[config.mk]
export PLATFORM = sky130hd
export DESIGN_NAME = sar_conversion_sequencer
export DESIGN_NICKNAME = d
export VERILOG_FILES = /design/src/sar_seq_pkg.sv /design/src/sar_conversion_sequencer.sv
export VERILOG_INCLUDE_DIRS = /design/src /design/src/src
export SDC_FILE = /design/constraint.sdc
export NUM_CORES = 1
export LEC_CHECK = 0
export BUFFER_PORTS_ARGS = -buffer_cell sky130_fd_sc_hd__buf_4
export CELL_PAD_IN_SITES_DETAIL_PLACEMENT = 1
export CELL_PAD_IN_SITES_GLOBAL_PLACEMENT = 1
export CORE_AREA = 2 2 78 80
export CTS_CLUSTER_SIZE = 10
export DETAILED_ROUTE_END_ITERATION = 6
export DIE_AREA = 0 0 80 82
export GPL_TIMING_DRIVEN = 0
export PLACE_DENSITY_LB_ADDON = 0.12
export SLEW_MARGIN = 20
export SYNTH_ARGS = -nofsm -noshare
export SYNTH_HDL_FRONTEND = slang
export SYNTH_SLANG_ARGS = --single-unit
[constraint.sdc]
create_clock -name clk -period 2 [get_ports clk]
set_input_delay 0.1 -clock clk [delete_from_list [all_inputs] [get_ports clk]]
set_output_delay 0.1 -clock clk [all_outputs]
set_load 0.03 [all_outputs]
[src/sar_seq_defines.svh]
// Timing and layout constants of the conversion sequencer.
// Assumes inclusion by bare name from the package and the design.
`ifndef SAR_SEQ_DEFINES_SVH
`define SAR_SEQ_DEFINES_SVH
`define RESULT_BITS       8
`define CLOCKS_PER_BIT    8
`define SYNC_ALIGN_MAX    8
`define ALIGN_CLOCKS      4
`define CONV_MIN          62
`define CONV_MAX          73
`define CONV_CNT_W        7
`define NEG_SAMPLE_PHASE  4
`define PHASE_W           3
`define RESULT_ZERO       8'h00
`endif

[src/sar_seq_pkg.sv]
// Types shared by the conversion sequencer.
// Assumes the defines header is on the include path.
`include "sar_seq_defines.svh"
package sar_seq_pkg;
  typedef enum logic [1:0] {
    ST_IDLE  = 2'b00,
    ST_HOLD  = 2'b01,
    ST_ALIGN = 2'b10,
    ST_RUN   = 2'b11
  } seq_state_t;
endpackage : sar_seq_pkg

[src/sar_conversion_sequencer.sv]
// Digital sequencer of an 8-bit successive-approximation converter.
// Assumes strobes synchronous to clk and an external comparator result.
// Overview of operation
// - Conversion completes 62 to 73 clock periods after the start request.
// - Done looped to start with select low gives free-running conversions.
// - Most significant bit first, eight comparisons over 64 clocks.
// - Result is straight binary, all ones means full scale.
// - Start falling edge resets register, stages, and raises done_n.
// - Select and start both low hold the sequencer in reset.
// - Conversion begins 1 to 8 clocks after select or start rises.
// - After the conversion clocks elapse, done_n falls.
// - Read with select low returns done_n high.
// - New start during conversion aborts and restarts.
// - Start condition sets start flop, clears stages, and clears done flop unless the end stage sets it in that cycle.
// - Start flop clears only once the set condition is removed.
// - One leaving the last stage copies result into output latches.
// - Next end-stage clock sets done flop; pin shows its inverse.
// - Select and read low enable all eight data outputs.
// - Read rising returns data outputs to high impedance.
// - Positive and negative inputs sampled 4 clocks apart.
// - Negative input at or above positive gives all zeros.
`timescale 1ns/100ps
`include "sar_seq_defines.svh"
module sar_conversion_sequencer #(
  parameter int RESULT_BITS = `RESULT_BITS,
  parameter int BIT_CLOCKS  = `CLOCKS_PER_BIT
) (
  input  wire logic                   clk,
  input  wire logic                   reset,
  input  wire logic                   clk_en,
  input  wire logic                   chip_select_n,
  input  wire logic                   start_n,
  input  wire logic                   read_n,
  input  wire logic                   compare_high,
  input  wire logic                   neg_at_or_above,
  output logic                        sample_pos,
  output logic                        sample_neg,
  output logic [RESULT_BITS-1:0]      trial_word,
  output logic                        done_flag_n,
  output logic [RESULT_BITS-1:0]      data_out,
  output logic [RESULT_BITS-1:0]      data_oe,
  output sar_seq_pkg::seq_state_t     seq_state
);
  import sar_seq_pkg::*;

  // Only the documented word and bit timing is served; refuse anything else
  if (RESULT_BITS != `RESULT_BITS || BIT_CLOCKS != `CLOCKS_PER_BIT) begin : g_bad_params
    $error("sequencer supports only 8 bits of 8 clocks");
  end

  // Registers
  seq_state_t                 state_reg, state_next;
  logic                       start_ff_reg;
  logic [`PHASE_W-1:0]        phase_reg;
  logic [RESULT_BITS-1:0]     start_capture_stage;
  logic                       end_of_sequence_stage;
  logic [RESULT_BITS-1:0]     approximation_register;
  logic [RESULT_BITS-1:0]     latch_reg;
  logic                       done_ff_reg;
  logic                       start_n_d;
  logic [`PHASE_W-1:0]        align_reg;

  // Decoding of strobes
  wire set_cond   = ~chip_select_n & ~start_n;
  wire start_fall = ~chip_select_n & ~start_n & start_n_d;
  wire read_act   = ~chip_select_n & ~read_n;
  wire phase_last = (phase_reg == `PHASE_W'(BIT_CLOCKS - 1));
  wire shift_out  = start_capture_stage[0] & phase_last & (state_reg == ST_RUN);
  wire latch_transfer_gate = shift_out;
  wire start_clear_gate    = (state_reg == ST_HOLD) & ~set_cond;
  // Short alignment keeps the whole conversion inside its clock budget
  wire align_done = (align_reg == `PHASE_W'(`ALIGN_CLOCKS - 1));
  wire [RESULT_BITS-1:0] kept_word =
    approximation_register & ~(start_capture_stage & {RESULT_BITS{~compare_high}});
  wire [RESULT_BITS-1:0] final_word =
    neg_at_or_above ? `RESULT_ZERO : kept_word;

  // Sequencer state decision
  always_comb begin
    state_next = state_reg;
    unique case (state_reg)
      ST_IDLE:  if (set_cond) state_next = ST_HOLD;
      ST_HOLD:  if (start_clear_gate) state_next = ST_ALIGN;
      ST_ALIGN: if (set_cond) state_next = ST_HOLD;
                else if (align_done) state_next = ST_RUN;
      ST_RUN:   if (set_cond) state_next = ST_HOLD;
                else if (shift_out) state_next = ST_IDLE;
    endcase
  end

  // State and start flop
  always_ff @(posedge clk) begin
    if (reset) begin
      state_reg    <= ST_IDLE;
      start_ff_reg <= 1'b0;
      start_n_d    <= 1'b1;
    end else if (clk_en) begin
      state_reg    <= state_next;
      start_ff_reg <= (state_next == ST_HOLD);
      start_n_d    <= start_n;
    end
  end

  // Phase alignment counter, models the clock-phase wait
  always_ff @(posedge clk) begin
    if (reset || (clk_en && state_reg != ST_ALIGN)) begin
      align_reg <= '0;
    end else if (clk_en) begin
      align_reg <= align_reg + `PHASE_W'(1);
    end
  end

  // Shift stages and approximation register, MSB first
  always_ff @(posedge clk) begin
    if (reset || (clk_en && (set_cond || state_reg == ST_HOLD))) begin
      start_capture_stage    <= '0;
      approximation_register <= '0;
      phase_reg              <= '0;
    end else if (clk_en && state_reg == ST_ALIGN && align_done) begin
      start_capture_stage    <= {1'b1, {(RESULT_BITS-1){1'b0}}};
      approximation_register <= {1'b1, {(RESULT_BITS-1){1'b0}}};
      phase_reg              <= '0;
    end else if (clk_en && state_reg == ST_RUN) begin
      phase_reg <= phase_reg + `PHASE_W'(1);
      if (phase_last) begin
        start_capture_stage    <= start_capture_stage >> 1;
        approximation_register <= kept_word | (start_capture_stage >> 1);
      end
    end
  end

  // End stage, done flop and output latches
  always_ff @(posedge clk) begin
    if (reset) begin
      end_of_sequence_stage <= 1'b0;
      done_ff_reg <= 1'b0;
      latch_reg   <= '0;
    end else if (clk_en) begin
      end_of_sequence_stage <= latch_transfer_gate;
      if (latch_transfer_gate)
        latch_reg <= final_word;
      if (end_of_sequence_stage)
        done_ff_reg <= 1'b1;
      else if (set_cond || read_act)
        done_ff_reg <= 1'b0;
    end
  end

  // Registered pin drivers
  always_ff @(posedge clk) begin
    if (reset) begin
      done_flag_n <= 1'b1;
      data_out    <= '0;
      data_oe     <= '0;
      sample_pos  <= 1'b0;
      sample_neg  <= 1'b0;
      trial_word  <= '0;
      seq_state   <= ST_IDLE;
    end else if (clk_en) begin
      done_flag_n <= ~((done_ff_reg | end_of_sequence_stage) &
                       ~(set_cond | read_act));
      data_out    <= latch_reg;
      data_oe     <= {RESULT_BITS{read_act}};
      sample_pos  <= (state_reg == ST_RUN) && (phase_reg == '0);
      sample_neg  <= (state_reg == ST_RUN) && (phase_reg == `PHASE_W'(`NEG_SAMPLE_PHASE));
      trial_word  <= approximation_register;
      seq_state   <= state_reg;
    end
  end

  // Clocks since the start request was released, saturating; only the
  // length assertion reads it, so synthesis may prune it
  logic [`CONV_CNT_W-1:0]     conv_clocks_reg;
  wire conv_cnt_full = (conv_clocks_reg == {`CONV_CNT_W{1'b1}});
  always_ff @(posedge clk) begin
    if (reset || (clk_en && set_cond)) begin
      conv_clocks_reg <= '0;
    end else if (clk_en && !conv_cnt_full) begin
      conv_clocks_reg <= conv_clocks_reg + `CONV_CNT_W'(1);
    end
  end
endmodule : sar_conversion_sequencer

==> results.toml <==
[die]
core_mm2 = 0.00575
fp.dieH_um = 82
start_util_pct = 39.3
rows = 28
dieArea_mm2 = 0.00656
num_io_pins = 37
fp.dieW_um = 80

[global_routing]
gr-total-overflow = 0
first_global_vias = 1741
grt_pass1_wl_um = 8560
antenna_found_initial = 0
grt_usage_pct = 16.7
grt_max_degree = 18

[synth]
ys_async_sr_fraction_pct = 0
synth.ff_latch_count = 56
synth_warnings = 0
synth_area_leader_cell = "dfxtp_1"
syn_nets = 271
synthesis.instances = 258
seq_area_frac_synth_pct = 49.7
syn_area_mm2 = 0.00226
ys_types = 32
yosys-top-cells-area = "dfxtp_1 (50%), mux2i_1 (8.4%), a21oi_1 (6.2%)"
syn_area_per_cell_um2 = 8.75
synthMostInstantiatedCell = "dfxtp_1"
synth_edf_count = 0
synth_ff_type = "dfxtp_1"
synthTopCellsByCount = "dfxtp_1 (56), nand2_1 (37), nor2_1 (31), a21oi_1 (28), mux2i_1 (19)"
synth_top_area_share_pct = 49.7

[power]
vdd_drop_max_v = 0.000377
netSwitchingFraction_pct = 23.9
p_leak_nw = 1.07
powerDensity_mw_per_mm2 = 687
comb_power_share_pct = 6.7
p_seq_share_pct = 60.6
clock_power_share_pct = 32.7
p_switching_w = 0.000444
p_int_w = 0.00141

[clocking]
clock_latency_ps = 300
root_buffer = "clkbuf_8"
cts_tree = "built"
cts-htree-levels = 2
path_clk_slew_ps = 100
clockBufferDepth = 2
postCtsSetupBuffers = 0
cts_buffers = 5
cts_sinks = 56
cts_hold_repair.buffers = 0
cts_resized = 0

[routing]
antenna_left = 0
drtIter0Drc = 43
route.detailed.drc = 0
routed_via_density = 4.86
dr.pass1.iters = 4
route.detailed.wl_per_inst_um = 13.8
vias = 1827
wl_um = 5170

[sta]
hold_viol = 0
finalCriticalPeriod_ps = 1810
setup_viol = 0
post-route-period-util_pct = 90.4
slew_violations = 0
worst_slew_pin_slew_ps = 613
rsz0062_at_grt = "no"
finClkSkew_ps = 10.4
relSlewSlack_pct = 59.2
timing.fmax_ghz = 0.553

[setup_path]
crit_path_cell_trace = "ha_1 > ha_1 > nand3_4 > or4b_1 > a21oi_1"
crit_top_cell = "ha_1"
cp.required_ps = 2240
worstSetupPathType = "reg2reg"
start_kind = "flop"
crit_path_max_fanout = 9
critPathMaxStageDelay_ps = 570
worstSetupEndpointType = "flop"
slowest_stage = "or4b_1"
crit_arrival_ps = 2050

[layout]
fin_area_mm2 = 0.00270
final_nets = 313
layout-drive-gt1-share_pct = 17.6
postLayoutCoreUtil_pct = 47.1
areaGrowthSynthToFinish_pct = 19.8
diodes = 0

[place]
port_buffers = 35
place_congestion = 0.749
hpwl_um = 3810
place_area_mm2 = 0.00261

[outcome]
status = "completed"

[job]
cap_violations = 0

[hold_path]
hp-class = "in2reg"
worst max-delay path: cells and delay by family, from the launching register on:
| family | cells | cell delay (ps) |
|---|---|---|
| compound gates | 1 | 160 |
| fa+ha+maj | 2 | 490 |
| flops | 1 | 380 |
| simple gates | 2 | 720 |
worst paths after layout:
| path | end | slack [ps] | startpoint | depth (start not counted) |
|---|---|---|---|---|
| max | latch_reg[4]$_SDFFE_PP0P_ | 190 | phase_reg[0]$_SDFFE_PP0P_ | 5 |
| min | start_capture_stage[7]$_SDFFE_PP0P_ | 90 | reset | 3 |
| max reg2reg | latch_reg[4]$_SDFFE_PP0P_ | 190 | phase_reg[0]$_SDFFE_PP0P_ | 5 |
| min reg2reg | latch_reg[1]$_SDFFE_PP0P_ | 460 | latch_reg[1]$_SDFFE_PP0P_ | 2 |
placed cells by master (no fill, tap or decap), types with 2 or more instances in the layout:
cell type | netlist | layout
nor3_1 | 4 | 4
mux2i_1 | 19 | 19
dfxtp_1 | 56 | 56
ha_1 | 5 | 5
nand2_1 | 37 | 37
buf_4 | 7 | 42
o21ai_0 | 12 | 12
nand3b_1 | 3 | 3
a31oi_1 | 5 | 5
buf_1 | 4 | 4
nand3_1 | 2 | 2
a21oi_1 | 28 | 28
or3_1 | 5 | 5
nor2_1 | 31 | 31
inv_1 | 13 | 13
clkbuf_1 | 8 | 8
clkbuf_8 | 0 | 5
or4b_1 | 3 | 3
a211oi_1 | 2 | 2
power groups by stage:
stage | clock network, W | logic (W) | registers (W)
final | 0.000608 | 0.000124 | 0.00113
after global routing | 0.000687 | 0.000137 | 0.00113
after CTS | 0.000642 | 0.000126 | 0.00113
after detailed placement | 0 | 0.000126 | 0.00115
after global placement | 0 | 0.000124 | 0.00115
after floorplan | 0 | 0.0000760 | 0.00115
stage by stage:
stage	setup WS, ps	setup TNS (ps)	power, W	hold slack [ps]	std cells
floorplan	449	0	0.00123	282	258
global placement	39.8	0	0.00128	411	368
detailed placement	-10.5	-25.2	0.00128	402	368
CTS	47.5	0	0.00189	72.7	376
global route	62.6	0	0.00195	82.0	376
finish	192	0	0.00186	87.4	376
metal layers:
metal	part of all wire (%)	track usage, %	vias up
li1	-	-	943
met1	51	23.9	861
met2	45	25.9	18
met3	2.6	3.08	5
met4	0.93	4.58	0
met5	0	0	-
logic make-up after synthesis:
family | share of synthesized area [%]
compound gates | 12.6
fa+ha+maj | 2.77
xor+xnor | 0.388
mux | 8.43
buf+inv | 7.21
simple gates | 18.9
flops | 49.7
area by class of cell:
cell class	count	area, um2
Tap cell	75	93.8
Multi-Input combinational cell	168	973
Timing Repair Buffer	35	263
Buffer	21	115
Inverter	13	48.8
Sequential cell	56	1120
Clock inverter	2	16.3
Clock buffer	6	72.6
Fill cell	727	3040
(Power assumes the default switching activity.)
